===== config.mk =====
export PLATFORM = sky130hd
export DESIGN_NAME = rpot_top
export DESIGN_NICKNAME = d
export VERILOG_FILES = /design/src/rpot_pkg.sv /design/src/rpot_tick.sv /design/src/rpot_top.sv
export SDC_FILE = /design/constraint.sdc
export NUM_CORES = 1
export LEC_CHECK = 0
export BUFFER_PORTS_ARGS = -buffer_cell sky130_fd_sc_hd__buf_2
export CORE_MARGIN = 1.5
export CORE_UTILIZATION = 45
export DETAILED_ROUTE_END_ITERATION = 12
export PLACE_DENSITY_LB_ADDON = 0.3
export SLEW_MARGIN = 15
export SYNTH_ARGS = -nofsm -noshare
export SYNTH_HDL_FRONTEND = slang
export SYNTH_SLANG_ARGS = --single-unit

===== constraint.sdc =====
create_clock -name aclk -period 8.84 [get_ports aclk]
set_input_delay 0.442 -clock aclk [delete_from_list [all_inputs] [get_ports aclk]]
set_output_delay 0.442 -clock aclk [all_outputs]
set_load 0.02 [all_outputs]

===== src/rpot_pkg.sv =====
// Shared constants, types and register map for the pulsed-off relay timer
package rpot_pkg;

    // Clock and tick timing
    localparam int unsigned CLK_HZ      = 40_000_000;
    localparam int unsigned TICK_MS     = 100;
    localparam int unsigned TICK_CYCLES = (CLK_HZ / 1000) * TICK_MS;

    // Interval counters: 16 bits of 0.1 s ticks reach 6553.5 s
    localparam int unsigned CNT_W = 16;

    // AXI4-Lite geometry and answers
    localparam int unsigned ADDR_W      = 8;
    localparam int unsigned DATA_W      = 32;
    localparam logic [1:0]  RESP_OKAY   = 2'h0;
    localparam logic [1:0]  RESP_SLVERR = 2'h2;

    // Register byte offsets
    localparam logic [ADDR_W-1:0] OFS_CTRL  = 8'h00;
    localparam logic [ADDR_W-1:0] OFS_BRK   = 8'h04;
    localparam logic [ADDR_W-1:0] OFS_OFF   = 8'h08;
    localparam logic [ADDR_W-1:0] OFS_ON    = 8'h0C;
    localparam logic [ADDR_W-1:0] OFS_STAT  = 8'h10;
    localparam logic [ADDR_W-1:0] OFS_COUNT = 8'h14;

    // Field positions
    localparam int unsigned CTRL_MODE_LSB  = 0;
    localparam int unsigned STAT_RELAY_BIT = 0;
    localparam int unsigned STAT_TRIP_BIT  = 1;
    localparam int unsigned STAT_STATE_LSB = 4;

    // Pulsed-off timer modes
    typedef enum logic [1:0] {
        RPOT_ONE_SHOT_OFF,
        RPOT_PULSE_OFF,
        RPOT_REPEAT_OFF,
        RPOT_MODE_RSVD
    } rpot_mode_t;

    // Sequencer states
    typedef enum logic [2:0] {
        RPOT_IDLE,
        RPOT_BREAK,
        RPOT_OFF,
        RPOT_ON,
        RPOT_ARM
    } rpot_state_t;

    // Programmed settings
    typedef struct packed {
        rpot_mode_t       mode;
        logic [CNT_W-1:0] brk;
        logic [CNT_W-1:0] off_t;
        logic [CNT_W-1:0] on_t;
    } rpot_cfg_t;

    // Reset values of the settings
    localparam rpot_mode_t       RST_MODE  = RPOT_ONE_SHOT_OFF;
    localparam logic [CNT_W-1:0] RST_BRK   = 16'h0000;
    localparam logic [CNT_W-1:0] RST_OFF_T = 16'h0000;
    localparam logic [CNT_W-1:0] RST_ON_T  = 16'h0000;

endpackage : rpot_pkg


===== src/rpot_tick.sv =====
// Periodic single-cycle tick strobe divided from the system clock
`timescale 1ns/1ps
`default_nettype none
module rpot_tick
    import rpot_pkg::*;
#(
    parameter int unsigned DIV = TICK_CYCLES
) (
    input  wire logic aclk,
    input  wire logic aresetn,
    input  wire logic ce,
    output var  logic tick
);

    logic [31:0] div_ff;
    logic [31:0] nxt_div;
    logic        tick_ff;
    logic        nxt_tick;

    // Count DIV cycles, strobe on wrap
    always_comb begin
        nxt_div  = div_ff + 32'h0000_0001;
        nxt_tick = 1'b0;
        if (div_ff >= DIV - 1) begin
            nxt_div  = 32'h0000_0000;
            nxt_tick = 1'b1;
        end
    end

    always_ff @(posedge aclk) begin
        if (!aresetn) begin
            div_ff  <= 32'h0000_0000;
            tick_ff <= 1'b0;
        end else if (ce) begin
            div_ff  <= nxt_div;
            tick_ff <= nxt_tick;
        end
    end

    assign tick = tick_ff;

endmodule : rpot_tick
`default_nettype wire


===== src/rpot_top.sv =====
// Pulsed-off relay timer sequencer with AXI4-Lite settings registers
//
// How it works
// - In every pulsed-off mode the relay rests energized and the first de-energize pulse starts only on trip deactivation.
// - In one-shot off mode the relay stays energized after deactivation until the break delay has elapsed.
// - In one-shot off mode the relay is then de-energized for at least the minimum off interval.
// - In one-shot off mode a trip activation during the minimum off interval waits for its end, then energizes.
// - In pulse off mode the relay stays energized after deactivation until the break delay times out.
// - In pulse off mode the relay is then de-energized for at most the maximum off interval, then energized.
// - In pulse off mode a new pulse needs the trip point to go active and then inactive again.
// - In pulse off mode a trip activation during the off interval waits for its expiry, then energizes.
// - In repeat off mode deactivation first holds the relay off for the off interval, then on for the on interval.
// - In repeat off mode the end of the on interval de-energizes and restarts the off interval while inactive.
// - In repeat off mode any trip activation energizes the relay at once and abandons the cycle.
// - All intervals are timed in 0.1 s steps up to 6553.5 s.
// - A zero break delay switches the relay with no delay.
`timescale 1ns/1ps
`default_nettype none
module rpot_top
    import rpot_pkg::*;
#(
    parameter int unsigned TICK_DIV = TICK_CYCLES
) (
    input  wire logic              aclk,
    input  wire logic              aresetn,
    input  wire logic              ce,
    input  wire logic              trip_point_active,
    output var  logic              relay_energize,
    input  wire logic [ADDR_W-1:0] s_axi_awaddr,
    input  wire logic [2:0]        s_axi_awprot,
    input  wire logic              s_axi_awvalid,
    output var  logic              s_axi_awready,
    input  wire logic [DATA_W-1:0] s_axi_wdata,
    input  wire logic [3:0]        s_axi_wstrb,
    input  wire logic              s_axi_wvalid,
    output var  logic              s_axi_wready,
    output var  logic [1:0]        s_axi_bresp,
    output var  logic              s_axi_bvalid,
    input  wire logic              s_axi_bready,
    input  wire logic [ADDR_W-1:0] s_axi_araddr,
    input  wire logic [2:0]        s_axi_arprot,
    input  wire logic              s_axi_arvalid,
    output var  logic              s_axi_arready,
    output var  logic [DATA_W-1:0] s_axi_rdata,
    output var  logic [1:0]        s_axi_rresp,
    output var  logic              s_axi_rvalid,
    input  wire logic              s_axi_rready
);

    // Byte-lane merge of a write into a 32-bit register image
    function automatic logic [31:0] merge_strb(
        input logic [31:0] old_v,
        input logic [31:0] new_v,
        input logic [3:0]  strb
    );
        logic [31:0] res;
        res = old_v;
        for (int i = 0; i < 4; i++) begin
            if (strb[i]) begin
                res[i*8 +: 8] = new_v[i*8 +: 8];
            end
        end
        return res;
    endfunction : merge_strb

    // Register offset decode, shared by read and write paths
    function automatic logic is_mapped(input logic [ADDR_W-1:0] a);
        return (a == OFS_CTRL) || (a == OFS_BRK) || (a == OFS_OFF) ||
               (a == OFS_ON) || (a == OFS_STAT) || (a == OFS_COUNT);
    endfunction : is_mapped

    // ------------------------------------------------------------------
    // Tick strobe
    // ------------------------------------------------------------------
    logic tick;

    rpot_tick #(
        .DIV (TICK_DIV)
    ) u_tick (
        .aclk    (aclk),
        .aresetn (aresetn),
        .ce      (ce),
        .tick    (tick)
    );

    // ------------------------------------------------------------------
    // Trip point synchroniser; only trip_s2_ff feeds logic
    // ------------------------------------------------------------------
    logic trip_s1_ff;
    logic trip_s2_ff;

    always_ff @(posedge aclk) begin
        if (!aresetn) begin
            trip_s1_ff <= 1'b1;
            trip_s2_ff <= 1'b1;
        end else if (ce) begin
            trip_s1_ff <= trip_point_active;
            trip_s2_ff <= trip_s1_ff;
        end
    end

    // ------------------------------------------------------------------
    // Settings and bus state
    // ------------------------------------------------------------------
    rpot_cfg_t         cfg_ff;
    rpot_cfg_t         nxt_cfg;
    logic              awready_ff;
    logic              nxt_awready;
    logic              wready_ff;
    logic              nxt_wready;
    logic              bvalid_ff;
    logic              nxt_bvalid;
    logic [1:0]        bresp_ff;
    logic [1:0]        nxt_bresp;
    logic              arready_ff;
    logic              nxt_arready;
    logic              rvalid_ff;
    logic              nxt_rvalid;
    logic [DATA_W-1:0] rdata_ff;
    logic [DATA_W-1:0] nxt_rdata;
    logic [1:0]        rresp_ff;
    logic [1:0]        nxt_rresp;

    // Sequencer state, declared here for the status read
    rpot_state_t       state_ff;
    rpot_state_t       nxt_state;
    logic              relay_ff;
    logic              nxt_relay;
    logic [CNT_W-1:0]  cnt_ff;
    logic [CNT_W-1:0]  nxt_cnt;

    logic              wr_fire;
    logic              rd_fire;
    logic [31:0]       wr_img;
    logic [31:0]       rd_img;

    // Address and data are taken together, so no skid buffer is needed
    assign wr_fire = awready_ff && s_axi_awvalid && wready_ff && s_axi_wvalid;
    assign rd_fire = arready_ff && s_axi_arvalid;

    // Current image of the addressed register
    always_comb begin
        rd_img = 32'h0000_0000;
        unique case (s_axi_araddr)
            OFS_CTRL:  rd_img[CTRL_MODE_LSB +: 2] = cfg_ff.mode;
            OFS_BRK:   rd_img[CNT_W-1:0] = cfg_ff.brk;
            OFS_OFF:   rd_img[CNT_W-1:0] = cfg_ff.off_t;
            OFS_ON:    rd_img[CNT_W-1:0] = cfg_ff.on_t;
            OFS_STAT: begin
                rd_img[STAT_RELAY_BIT]      = relay_ff;
                rd_img[STAT_TRIP_BIT]       = trip_s2_ff;
                rd_img[STAT_STATE_LSB +: 3] = state_ff;
            end
            OFS_COUNT: rd_img[CNT_W-1:0] = cnt_ff;
            default:   rd_img = 32'h0000_0000;
        endcase
    end

    // Write side: accept both channels in one cycle, then respond
    always_comb begin
        nxt_cfg     = cfg_ff;
        nxt_awready = 1'b0;
        nxt_wready  = 1'b0;
        nxt_bvalid  = bvalid_ff;
        nxt_bresp   = bresp_ff;
        wr_img      = 32'h0000_0000;
        if (bvalid_ff && s_axi_bready) begin
            nxt_bvalid = 1'b0;
        end
        if (!awready_ff && !bvalid_ff && s_axi_awvalid && s_axi_wvalid) begin
            nxt_awready = 1'b1;
            nxt_wready  = 1'b1;
        end
        if (wr_fire) begin
            nxt_bvalid = 1'b1;
            nxt_bresp  = is_mapped(s_axi_awaddr) ? RESP_OKAY : RESP_SLVERR;
            unique case (s_axi_awaddr)
                OFS_CTRL: begin
                    wr_img = merge_strb({30'h0000_0000, cfg_ff.mode},
                                        s_axi_wdata, s_axi_wstrb);
                    // Reserved mode code leaves the current mode in place
                    if (wr_img[CTRL_MODE_LSB +: 2] != RPOT_MODE_RSVD) begin
                        nxt_cfg.mode = rpot_mode_t'(wr_img[CTRL_MODE_LSB +: 2]);
                    end
                end
                OFS_BRK: begin
                    wr_img = merge_strb({16'h0000, cfg_ff.brk}, s_axi_wdata, s_axi_wstrb);
                    nxt_cfg.brk = wr_img[CNT_W-1:0];
                end
                OFS_OFF: begin
                    wr_img = merge_strb({16'h0000, cfg_ff.off_t}, s_axi_wdata, s_axi_wstrb);
                    nxt_cfg.off_t = wr_img[CNT_W-1:0];
                end
                OFS_ON: begin
                    wr_img = merge_strb({16'h0000, cfg_ff.on_t}, s_axi_wdata, s_axi_wstrb);
                    nxt_cfg.on_t = wr_img[CNT_W-1:0];
                end
                default: wr_img = 32'h0000_0000;
            endcase
        end
    end

    // Read side: one address phase cycle, then data held until taken
    always_comb begin
        nxt_arready = 1'b0;
        nxt_rvalid  = rvalid_ff;
        nxt_rdata   = rdata_ff;
        nxt_rresp   = rresp_ff;
        if (rvalid_ff && s_axi_rready) begin
            nxt_rvalid = 1'b0;
        end
        if (!arready_ff && !rvalid_ff && s_axi_arvalid) begin
            nxt_arready = 1'b1;
        end
        if (rd_fire) begin
            nxt_rvalid = 1'b1;
            nxt_rdata  = rd_img;
            nxt_rresp  = is_mapped(s_axi_araddr) ? RESP_OKAY : RESP_SLVERR;
        end
    end

    always_ff @(posedge aclk) begin
        if (!aresetn) begin
            cfg_ff     <= '{mode: RST_MODE, brk: RST_BRK, off_t: RST_OFF_T, on_t: RST_ON_T};
            awready_ff <= 1'b0;
            wready_ff  <= 1'b0;
            bvalid_ff  <= 1'b0;
            bresp_ff   <= RESP_OKAY;
            arready_ff <= 1'b0;
            rvalid_ff  <= 1'b0;
            rdata_ff   <= 32'h0000_0000;
            rresp_ff   <= RESP_OKAY;
        end else if (ce) begin
            cfg_ff     <= nxt_cfg;
            awready_ff <= nxt_awready;
            wready_ff  <= nxt_wready;
            bvalid_ff  <= nxt_bvalid;
            bresp_ff   <= nxt_bresp;
            arready_ff <= nxt_arready;
            rvalid_ff  <= nxt_rvalid;
            rdata_ff   <= nxt_rdata;
            rresp_ff   <= nxt_rresp;
        end
    end

    // ------------------------------------------------------------------
    // Relay sequencer
    // ------------------------------------------------------------------
    logic             restart;
    logic [CNT_W-1:0] target;
    logic             done;
    logic             skip_ff;
    logic             nxt_skip;

    // Interval length for the running phase
    always_comb begin
        unique case (state_ff)
            RPOT_BREAK: target = cfg_ff.brk;
            RPOT_ON:    target = cfg_ff.on_t;
            default:    target = cfg_ff.off_t;
        endcase
    end

    // Counting up against a live setting; a setting lowered below the
    // count ends the phase on the next cycle instead of wrapping
    assign done = (cnt_ff >= target);

    always_comb begin
        nxt_state = state_ff;
        nxt_relay = relay_ff;
        restart   = 1'b0;
        unique case (state_ff)
            // Resting energized, waiting for deactivation
            RPOT_IDLE: begin
                nxt_relay = 1'b1;
                if (!trip_s2_ff) begin
                    restart = 1'b1;
                    if (cfg_ff.mode == RPOT_REPEAT_OFF) begin
                        nxt_state = RPOT_OFF;
                        nxt_relay = 1'b0;
                    end else if (cfg_ff.brk == 16'h0000) begin
                        nxt_state = RPOT_OFF;
                        nxt_relay = 1'b0;
                    end else begin
                        nxt_state = RPOT_BREAK;
                    end
                end
            end
            // Energized through the break delay; reactivation cancels it
            RPOT_BREAK: begin
                if (trip_s2_ff) begin
                    nxt_state = RPOT_IDLE;
                end else if (done) begin
                    nxt_state = RPOT_OFF;
                    nxt_relay = 1'b0;
                    restart   = 1'b1;
                end
            end
            // De-energized interval
            RPOT_OFF: begin
                unique case (cfg_ff.mode)
                    RPOT_REPEAT_OFF: begin
                        if (trip_s2_ff) begin
                            nxt_state = RPOT_IDLE;
                            nxt_relay = 1'b1;
                        end else if (done) begin
                            nxt_state = RPOT_ON;
                            nxt_relay = 1'b1;
                            restart   = 1'b1;
                        end
                    end
                    RPOT_PULSE_OFF: begin
                        // Never longer than the interval, whatever the trip does
                        if (done) begin
                            nxt_relay = 1'b1;
                            nxt_state = trip_s2_ff ? RPOT_IDLE : RPOT_ARM;
                        end
                    end
                    default: begin
                        // One-shot: stays off past the minimum until reactivation
                        if (done && trip_s2_ff) begin
                            nxt_relay = 1'b1;
                            nxt_state = RPOT_IDLE;
                        end
                    end
                endcase
            end
            // Energized part of the repeat cycle
            RPOT_ON: begin
                if (trip_s2_ff) begin
                    nxt_state = RPOT_IDLE;
                end else if (done) begin
                    nxt_state = RPOT_OFF;
                    nxt_relay = 1'b0;
                    restart   = 1'b1;
                end
            end
            // Pulse spent; needs reactivation before another pulse
            RPOT_ARM: begin
                nxt_relay = 1'b1;
                if (trip_s2_ff) begin
                    nxt_state = RPOT_IDLE;
                end
            end
            default: begin
                nxt_state = RPOT_IDLE;
                nxt_relay = 1'b1;
            end
        endcase
    end

    // Interval counter: cleared at phase start, saturates at full scale.
    // The first tick after a restart ends a partial period and is not
    // counted, so a phase of N ticks never runs short of N full periods.
    always_comb begin
        nxt_cnt  = cnt_ff;
        nxt_skip = skip_ff;
        if (restart) begin
            nxt_cnt  = 16'h0000;
            nxt_skip = 1'b1;
        end else if (tick && skip_ff) begin
            nxt_skip = 1'b0;
        end else if (tick && (cnt_ff != 16'hFFFF)) begin
            nxt_cnt = cnt_ff + 16'h0001;
        end
    end

    always_ff @(posedge aclk) begin
        if (!aresetn) begin
            state_ff <= RPOT_IDLE;
            relay_ff <= 1'b1;
            cnt_ff   <= 16'h0000;
            skip_ff  <= 1'b1;
        end else if (ce) begin
            state_ff <= nxt_state;
            relay_ff <= nxt_relay;
            cnt_ff   <= nxt_cnt;
            skip_ff  <= nxt_skip;
        end
    end

    // Outputs straight from flip-flops
    assign relay_energize = relay_ff;
    assign s_axi_awready  = awready_ff;
    assign s_axi_wready   = wready_ff;
    assign s_axi_bvalid   = bvalid_ff;
    assign s_axi_bresp    = bresp_ff;
    assign s_axi_arready  = arready_ff;
    assign s_axi_rvalid   = rvalid_ff;
    assign s_axi_rdata    = rdata_ff;
    assign s_axi_rresp    = rresp_ff;

endmodule : rpot_top
`default_nettype wire


==> key figures, run 1 <==
Outcome
  – Status: completed

Routing
  – DR WL met3: 1020 um
  – Post-DRT Antenna Nets: 0
  – DRC: 0
  – Starting DRC count in detailed routing: 496
  – Metal2 WL: 7690 um
  – Via count: 5,971
  – Post-DR wirelength/cell: 16.4 um
  – Highest metal used: met4
  – Total wire length: 17,500 um
  – Via/cell ratio: 5.61
  – WL met1: 8290 um
  – Drt pass-1 iters: 5

Worst setup path
  – CP Capture Type: register
  – Critical Path RT: 9190 ps
  – Bufs and invs on worst path: 1
  – Crit path arrival time: 3870 ps
  – Largest stage delay, worst path: 620 ps
  – Startpoint types: register
  – Slowest-stage cell, CP: a31oi_2
  – Cell depth of the worst setup path: 11
  – Cell count of the worst reg-to-reg path: 11
  – Critical path fanouts, max: 34
  – Crit Path Class: reg2reg
  – Top Family by Delay on Critical Path: compound AO/OA/AOI/OAI gates
  – Worst-path cell chain: nand2b_1, buf_4, a21oi_1, ha_1, nand4_1, nor4_1, a32oi_1, a31oi_2, o21ai_2, or3_1, a21oi_1
  – Top cell by count, worst path: a21oi_1

GRT
  – Wire length of the first global-routing pass: 28,200 um
  – Largest net degree at the start of global routing: 88
  – Global-route usage over all layers: 22.5%
  – Initial antenna violation count: 0
  – GR Overflow Total: 0
  – Vias in the first global route: 5,405

Yosys
  – Async set or reset register ratio after synthesis: 0%
  – Flops & latches, synth: 128
  – Synthesized area: 6880 um2
  – Main synth FF type: dfxtp_1
  – Number of flops mapped to enable cells by yosys: 0
  – Synthesized instance count: 822
  – Sequential area share after synthesis: 37.2%
  – Syn Area/Cell: 8.37 um2
  – Synth warn: 0
  – Count of cell types in the netlist: 55

Clock tree
  – CTS Buffer Depth: 2
  – Clk slew on worst S/H paths: 50 ps
  – Worst skew pair latency: 430 ps
  – Post-cts sizing count: 0
  – CTS buffer count: 17
  – CTS tree: yes
  – Postcts setup bufs: 0
  – Sink Count: 128
  – H-tree depth: 4
  – Hold Buf Count CTS: 0
  – CTS Root Cell: clkbuf_16

Finish
  – Layout cells sized above 1: 12.3%
  – Most frequent cells in the layout: dfxtp_1, nand2_1, nor2_1
  – Area grow syn2layout: 13.0%
  – Finished Cell Area: 7770 um2
  – Fill count: 1,473
  – Non-Filler Instances: 1,064
  – Nets@finish: 954
  – Most common cell after layout, fill and taps aside: dfxtp_1
  – Diodes inserted: 0

STA
  – Setup TNS Final: 0 ps
  – Worst-margin pin slew: 1060 ps
  – Max Freq: 284 MHz
  – Setup WS post-layout: 5310 ps
  – RSZ-0062 raised after global routing: false
  – Rel. slew slack: 29.4%
  – Count of final setup violators: 0
  – Final Skew: 8.53 ps
  – Tcrit/Tclk final: 39.9%
  – Tmin final: 3530 ps
  – Endpoints failing hold: 0
  – Slew Limit Fails: 0

Placed design
  – Cells after DPL: 1,036
  – Setup WS pre-CTS: 5090 ps
  – Post-DP Area: 7220 um2
  – IO buf count: 66
  – DP HPWL: 12,300 um
  – Gp weighted congestion: 0.877

Die
  – I/O pin total: 109
  – Core area: 15,100 um2
  – Initial Utilization: 45.6%
  – Std-Cell Rows: 45
  – DIE AREA: 16,000 um2
  – Die height: 127 um
  – Die extent in x: 127 um

Hold path
  – Hold path depth: 3
  – Min-delay worst type: in2reg

Pwr
  – Leakage Power: 3.14 nW
  – Total power: 0.00131 W
  – Pwr Density: 169 nW/um2
  – Worst vdd ir: 122 uV

Run
  – Max-cap violations: 0
-- worst paths after layout --
path                                        start    endpoint  slack (ps)
worst max-delay path                  state_ff[2]   cnt_ff[9]        5310
worst min-delay path            trip_point_active  trip_s1_ff         240
worst min register to register            skip_ff     skip_ff         440
worst max register to register        state_ff[2]   cnt_ff[9]        5310
-- logic make-up after synthesis --
group | count (synthesis) | share of synthesized area (%)
flip-flops | 128 | 37.2
XOR/XNOR | 31 | 3.95
AND/OR/NAND/NOR | 343 | 24.5
multiplexers | 75 | 11.0
AO/OA/AOI/OAI | 153 | 14.5
adder cells (fa/ha/maj) | 20 | 3.64
buffers and inverters | 71 | 5.17
other | 1 | 0.0545
-- cell usage after synthesis (all sizes together), types with 17 or more instances --
cell type / number / area share, %
a21oi: 36 / 2.6
dfxtp: 128 / 37
ha: 20 / 3.6
mux2i: 72 / 10
clkbuf: 33 / 1.8
xor2: 23 / 2.9
a21boi: 23 / 2.5
nor3: 17 / 1.2
and2: 17 / 1.5
nor2: 77 / 4.3
nand2: 102 / 5.6
o21ai: 39 / 2.9
buf: 29 / 2.9
nand3: 24 / 1.7
nor2b: 45 / 4.1
nand4: 17 / 1.5
-- through the flow --
stage,hold slack (ps),util [%]
3_3_place_gp,427,47.9
3_5_place_dp,431,47.9
2_1_floorplan,413,-
4_1_cts,238,51.5
6_report,245,51.5
5_1_grt,234,51.5
-- report_power, final --
part	total [W]	leakage (nW)	switching [W]	internal, W
combinational	0.0000725	1.84	0.0000471	0.0000254
sequential	0.000584	1.03	0.00000351	0.000581
clock	0.000657	0.266	0.000249	0.000408
-- per-layer routing --
layer,GRT usage (%),vias to the layer above
met4,9.47,0
met1,30.9,2814
met3,5.48,35
met5,0,-
li1,-,2956
met2,33.8,166
-- state kept, by name (all words and copies together) (netlist names) --
name            cells
cfg_ff             50
u_tick.div_ff      32
cnt_ff             16
s_axi_rdata        16
state_ff            3
relay_energize      1
s_axi_arready       1
s_axi_bresp         1
s_axi_bvalid        1
s_axi_rresp         1
s_axi_rvalid        1
s_axi_wready        1
skip_ff             1
trip_s1_ff          1
trip_s2_ff          1
u_tick.tick         1
-- worst reg2reg max path, cell delays in order, from the launching register on --
cell and delay [ps]:
dfxtp_1 580, nand2b_1 160, buf_4 330, a21oi_1 150, ha_1 330, nand4_1 140, nor4_1 280, a32oi_1 180
a31oi_2 620, o21ai_2 210, or3_1 340, a21oi_1 140
-- final cells by class --
cell class	count	area, um2	area share (%)
repair buffers	71	368	4.73
multi-input cells	640	4030	51.9
inverters	9	33.8	0.435
well taps	188	235	3.03
clock inverters	6	60.1	0.772
clock buffers	22	484	6.23
flip-flops and latches	128	2560	33.0
Note: power is estimated with default switching activity, not from simulation.
==> run 2, diff against run 1 <==
clock period = 3.2 ns   (was 8.84 ns; I/O delays follow)
==> run 2 against run 1 <==
  * Sequential share of layout area down 0.84 points
  * Routed wire length up 0.85%
  * Clock power rose to 3.0 times the previous value
  * Worst setup slack worse by 5100 ps
  * Final area up 2.6%
  * Total power rose to 2.9 times the previous value
  * Sequential cell count unchanged
  * Combinational power rose to 2.9 times the previous value
  * Worst hold slack worse by 230 ps
  * Largest cell class unchanged
  * Largest power group unchanged
==> key figures, run 2 (synthesized netlist as in run 1, its figures left out) <==
Outcome
  – Status: completed

Worst setup path
  – Crit path arrival time: 3320 ps (-550 ps)
  – Critical path fanouts, max: 12 (-65%)
  – CP Capture Type: register
  – Crit Path Class: reg2reg
  – Startpoint types: register
  – Critical Path RT: 3550 ps (-5640 ps)

Routing
  – Starting DRC count in detailed routing: 369 (-26%)
  – Drt pass-1 iters: 5 (unchanged)
  – Via/cell ratio: 5.50 (-1.9%)
  – Post-DRT Antenna Nets: 0 (unchanged)
  – Post-DR wirelength/cell: 16.2 um (-1.0%)
  – Total wire length: 17,600 um (+0.85%)
  – DRC: 0 (unchanged)
  – Via count: 5,965 (-0.10%)

GRT
  – Global-route usage over all layers: 22.7% (+0.23 points)
  – Initial antenna violation count: 0 (unchanged)
  – GR Overflow Total: 0 (unchanged)
  – Wire length of the first global-routing pass: 28,400 um (+0.63%)
  – Largest net degree at the start of global routing: 56 (-36%)
  – Vias in the first global route: 5,318 (-1.6%)

STA
  – Setup WS post-layout: 232 ps (-5080 ps)
  – Slew Limit Fails: 0 (unchanged)
  – Endpoints failing hold: 0 (unchanged)
  – Max Freq: 337 MHz (+19%)
  – Minimum hold slack: 16.2 ps (-229 ps)
  – Tmin final: 2970 ps (-558 ps)
  – Setup TNS Final: 0 ps (unchanged)
  – Final Skew: 8.91 ps (+0.380 ps)
  – Count of final setup violators: 0 (unchanged)
  – Rel. slew slack: 31.9% (+2.5 points)
  – Worst-margin pin slew: 1020 ps (-34.5 ps)
  – Tcrit/Tclk final: 92.7% (+53 points)
  – RSZ-0062 raised after global routing: false

Finish
  – Area grow syn2layout: 16.0%
  – Top reg by flops: cfg_ff
  – Storage cell area: 2560 um2 (unchanged)
  – Largest register FFs: 50 (unchanged)
  – Fill count: 1,448 (-1.7%)
  – Nets@finish: 970 (+1.7%)
  – Layout cells sized above 1: 13.8% (+1.5 points)
  – Largest registers: cfg_ff x50, u_tick.div_ff x32
  – Fin util: 52.9% (+1.4 points)
  – Diodes inserted: 0 (unchanged)
  – Most frequent cells in the layout: dfxtp_1, nand2_1, nor2_1
  – Most common cell after layout, fill and taps aside: dfxtp_1
  – Area of the multi-input gates: 4030 um2 (-0.16%)

Clock tree
  – Postcts setup bufs: 0 (unchanged)
  – CTS tree: yes
  – CTS buffer count: 17 (unchanged)
  – Worst skew pair latency: 430 ps (about the same)
  – CTS Root Cell: clkbuf_16
  – CTS Buffer Depth: 2 (unchanged)
  – Sink Count: 128 (unchanged)
  – H-tree depth: 4 (unchanged)
  – Clk slew on worst S/H paths: 60 ps (about the same)

Die
  – Core area: 15,100 um2 (unchanged)
  – Die extent in x: 127 um (unchanged)
  – Std-Cell Rows: 45 (unchanged)
  – Die height: 127 um (unchanged)
  – DIE AREA: 16,000 um2 (unchanged)
  – Initial Utilization: 45.6% (unchanged)
  – I/O pin total: 109 (unchanged)

Placed design
  – Gp weighted congestion: 0.826 (-5.9%)
  – Setup WS pre-CTS: 315 ps (-4780 ps)
  – IO buf count: 66 (unchanged)
  – DP HPWL: 12,600 um (+2.5%)

Pwr
  – Comb pwr share: 5.6% (about the same)
  – Int Power: 0.00289 W (+190%)
  – Switch Pwr: 0.000894 W (+200%)
  – Reg power frac: 42.6% (-1.9 points)
  – Pwr Density: 475 nW/um2 (+180%)
  – Sw Ratio: 23.6% (+0.79 points)
  – Clock power frac: 51.8% (+1.8 points)
  – Worst vdd ir: 380 uV (+210%)
  – Leakage Power: 3.25 nW (+3.6%)

Hold path
  – Min-delay worst type: in2reg

Run
  – Max-cap violations: 0 (unchanged)
==> run 2: cell count changes in the layout (fill, tap and decap cells not counted), sizes merged <==
cell | previous run | this run
buf | 71 | 83
dlygate4sd3 | 0 | 4
clkbuf | 22 | 20
clkinv | 3 | 5
inv | 9 | 11
bufinv | 1 | 2
clkinvlp | 2 | 3
==> run 2: layout make-up <==
class	count	share of cell area [%]
multi-input cells	640	50.4
clock inverters	12	1.66
clock buffers	20	5.85
repair buffers	87	6.55
well taps	188	2.95
flip-flops and latches	128	32.1
inverters	9	0.423
==> run 2: metrics by stage <==
stage	instances	power [W]	area, um2
floorplan	839	0.00180	6950
global placement	1048	0.00185	7340
detailed placement	1048	0.00185	7340
CTS	1084	0.00381	7980
global route	1084	0.00391	7980
finish	1084	0.00379	7980
==> run 2: worst max-delay path, stage by stage (launching register included) <==
cell and delay [ps]:
dfxtp_1 420, buf_12 190, mux2i_1 210, nor2_1 60, a21oi_1 170, ha_1 190
nand4_1 160, nor4_1 290, a32oi_1 150, a31oi_1 340, o21ai_2 180, or3_1 350
a21oi_1 160
==> run 2: repair_timing <==
action                    CTS  global route
hold endpoints to repair    4             0
resized for setup           0             0
hold buffers                4             0
==> run 2: path summary, 6_finish.rpt <==
kind                                      from    endpoint  slack, ps  depth (start not counted)
worst max-delay path               state_ff[1]  cnt_ff[13]        230                         12
worst max register to register     state_ff[1]  cnt_ff[13]        230                         12
worst min-delay path            s_axi_wdata[9]  cfg_ff[25]         20                          3
worst min register to register         skip_ff     skip_ff        460                          2
==> run 2: metal layers <==
metal,global-route usage (%),part of all wire [%],vias to the layer above
met5,0,0,-
met4,7.64,1.6,0
met3,5.10,5.0,19
met2,32.6,43,171
met1,33.5,50,2789
li1,-,-,2986
==> run 2: power by group through the flow <==
stage               logic, W  clock network, W  registers [W]
floorplan           0.000149                 0        0.00165
global route        0.000227           0.00207        0.00161
finish              0.000210           0.00196        0.00161
global placement    0.000204                 0        0.00165
CTS                 0.000209           0.00199        0.00161
detailed placement  0.000205                 0        0.00165
==> run 3, diff against run 2 <==
BUFFER_PORTS_ARGS = unset   (was -buffer_cell sky130_fd_sc_hd__buf_2)
DONT_BUFFER_PORTS = 1   (was unset)
==> run 3 against run 2 <==
  * Clock skew shrank 1.5 ps
  * First-iteration DRC count grew 3.5%
  * Clock-buffer cell count shrank 3
  * Die area is the same
  * Register-to-register slack is essentially flat
  * Total power grew 4.2%
  * Final area shrank 0.88%
  * Fmax grew 0.40%
  * Via count shrank 1.1%
  * Clock power grew 9.7%
  * Critical path type unchanged
  * Largest power group unchanged
==> key figures, run 3 (synthesized netlist as in run 1, its figures left out) <==
Outcome
  – Status: completed

STA
  – Slew Limit Fails: 0 (unchanged)
  – Rel. slew slack: 29.5% (-2.4 points)
  – Setup WS post-layout: 244 ps (+11.8 ps)
  – Tcrit/Tclk final: 92.4% (-0.37 points)
  – RSZ-0062 raised after global routing: false
  – Setup TNS Final: 0 ps (unchanged)
  – Final Skew: 7.37 ps (-1.54 ps)
  – Endpoints failing hold: 0 (unchanged)
  – Tmin final: 2960 ps (-11.8 ps)
  – Max Freq: 338 MHz (+0.40%)
  – Worst-margin pin slew: 1060 ps (+34.7 ps)
  – Count of final setup violators: 0 (unchanged)

Pwr
  – Reg power frac: 41.1% (-1.5 points)
  – Sw Ratio: 22.2% (-1.4 points)
  – Total power: 0.00394 W (+4.2%)
  – Int Power: 0.00307 W (+6.1%)
  – Clock power frac: 54.5% (+2.7 points)
  – Pwr Density: 499 nW/um2 (+5.1%)
  – Switch Pwr: 0.000876 W (-2.0%)
  – Comb pwr share: 4.4% (-1.2 points)
  – Worst vdd ir: 374 uV (-1.4%)
  – Leakage Power: 3.06 nW (-6.0%)

Die
  – Std-Cell Rows: 45 (unchanged)
  – Core area: 15,100 um2 (unchanged)
  – Initial Utilization: 45.6% (unchanged)
  – I/O pin total: 109 (unchanged)
  – Die extent in x: 127 um (unchanged)
  – DIE AREA: 16,000 um2 (unchanged)
  – Die height: 127 um (unchanged)

Finish
  – Non-Filler Instances: 1,035 (-4.5%)
  – Layout cells sized above 1: 7.08% (-6.8 points)
  – Area grow syn2layout: 15.0%
  – Largest register FFs: 50 (unchanged)
  – Top reg by flops: cfg_ff
  – Most frequent cells in the layout: dfxtp_1, nand2_1, nor2_1
  – Largest registers: cfg_ff x50, u_tick.div_ff x32
  – Most common cell after layout, fill and taps aside: dfxtp_1
  – Diodes inserted: 0 (unchanged)
  – Finished Cell Area: 7910 um2 (-0.88%)
  – Nets@finish: 921 (-5.1%)

Routing
  – Total wire length: 17,900 um (+1.4%)
  – Via count: 5,899 (-1.1%)
  – Post-DRT Antenna Nets: 0 (unchanged)
  – Starting DRC count in detailed routing: 382 (+3.5%)
  – Via/cell ratio: 5.70 (+3.6%)
  – DRC: 0 (unchanged)
  – Drt pass-1 iters: 5 (unchanged)
  – Post-DR wirelength/cell: 17.2 um (+6.2%)

GRT
  – Initial antenna violation count: 1 (+1)
  – Global-route usage over all layers: 23.0% (+0.26 points)
  – Wire length of the first global-routing pass: 28,800 um (+1.3%)
  – Vias in the first global route: 5,441 (+2.3%)
  – GR Overflow Total: 0 (unchanged)
  – Largest net degree at the start of global routing: 85 (+52%)

Placed design
  – IO buf count: 0 (-100%)
  – DP HPWL: 12,300 um (-2.6%)
  – Setup WS pre-CTS: 226 ps (-88.8 ps)
  – Post-DP Area: 6970 um2 (-5.0%)
  – Gp weighted congestion: 0.831 (+0.57%)
  – Cells after DPL: 979 (-6.6%)

Worst setup path
  – Worst r2r src: state_ff[1]
  – Crit path arrival time: 3310 ps (about the same)
  – Critical path fanouts, max: 16 (+4)
  – FF-to-FF setup slack: 240 ps (about the same)
  – Crit path capture: cnt_ff[4]
  – Startpoint types: register
  – R2r endpoint: cnt_ff[4]
  – CP Capture Type: register
  – Critical Path RT: 3560 ps (about the same)
  – Cell count of the worst reg-to-reg path: 13 (+1)
  – Worst setup path start: state_ff[1]
  – Crit Path Class: reg2reg

Run
  – Max-cap violations: 0 (unchanged)

Clock tree
  – CTS tree: yes
  – Sink Count: 128 (unchanged)
  – H-tree depth: 4 (unchanged)
  – CTS Root Cell: clkbuf_16
  – Worst skew pair latency: 430 ps (about the same)
  – Clk slew on worst S/H paths: 60 ps (about the same)
  – Postcts setup bufs: 0 (unchanged)
  – CTS Buffer Depth: 2 (unchanged)
  – CTS buffer count: 17 (unchanged)

Hold path
  – Min-delay worst type: in2reg
run 3: how the worst min path moves through the flow:
stage	startpoint	endpoint	slack [ps]	cells past startpoint
floorplan	trip_point_active	trip_s1_ff	290	2
global route	ce	s_axi_bvalid	50	3
global placement	aresetn	trip_s1_ff	250	1
finish	ce	s_axi_bvalid	10	3
CTS	ce	s_axi_bvalid	10	3
detailed placement	aresetn	trip_s1_ff	250	1
run 3: per-layer routing:
layer / GRT usage, % / up-vias / routed length, um
li1: - / 2899 / -
met1: 32.3 / 2783 / 8910
met2: 33.8 / 181 / 7660
met3: 6.20 / 34 / 878
met4: 8.32 / 2 / 360
met5: 0 / - / 42
run 3: cell type report:
| type | count | area, um2 |
|---|---|---|
| sequential | 128 | 2560 |
| inverter | 9 | 33.8 |
| clock buffer | 17 | 425 |
| timing repair buffer | 38 | 379 |
| clock inverter | 15 | 229 |
| multi-input combinational | 640 | 4040 |
| fill | 1424 | 7180 |
| tap | 188 | 235 |
run 3: worst max-delay path: stages (launching register included):
cell and delay (ps):
dfxtp_1 440, buf_6 220, mux2i_1 200, nor2_1 50, a21oi_1 170, ha_1 280, a21oi_1 190, o21ai_0 100
a21oi_1 240, a31oi_2 160, buf_4 190, nor2_4 90, or4b_1 430, a21boi_1 120
run 3: what timing repair did:
| item | in CTS | in global routing |
|---|---|---|
| hold buffers | 24 | 0 |
| endpoints found under the setup margin | 0 | 14 |
| hold endpoints to repair | 87 | 0 |
| resized for setup | 0 | 5 |
run 3: through the flow:
stage / hold slack (ps) / utilization (%)
6_report: 14.3 / 52.4
5_1_grt: 52.8 / 52.4
4_1_cts: 13.3 / 52.3
3_5_place_dp: 253 / 46.2
3_3_place_gp: 245 / 46.2
2_1_floorplan: 288 / -
run 3: power by group through the flow:
stage	combinational [W]	clock [W]	sequential, W
3_3_place_gp	0.000121	0	0.00166
6_report	0.000173	0.00215	0.00162
2_1_floorplan	0.000149	0	0.00165
4_1_cts	0.000171	0.00218	0.00162
3_5_place_dp	0.000121	0	0.00166
5_1_grt	0.000187	0.00225	0.00162
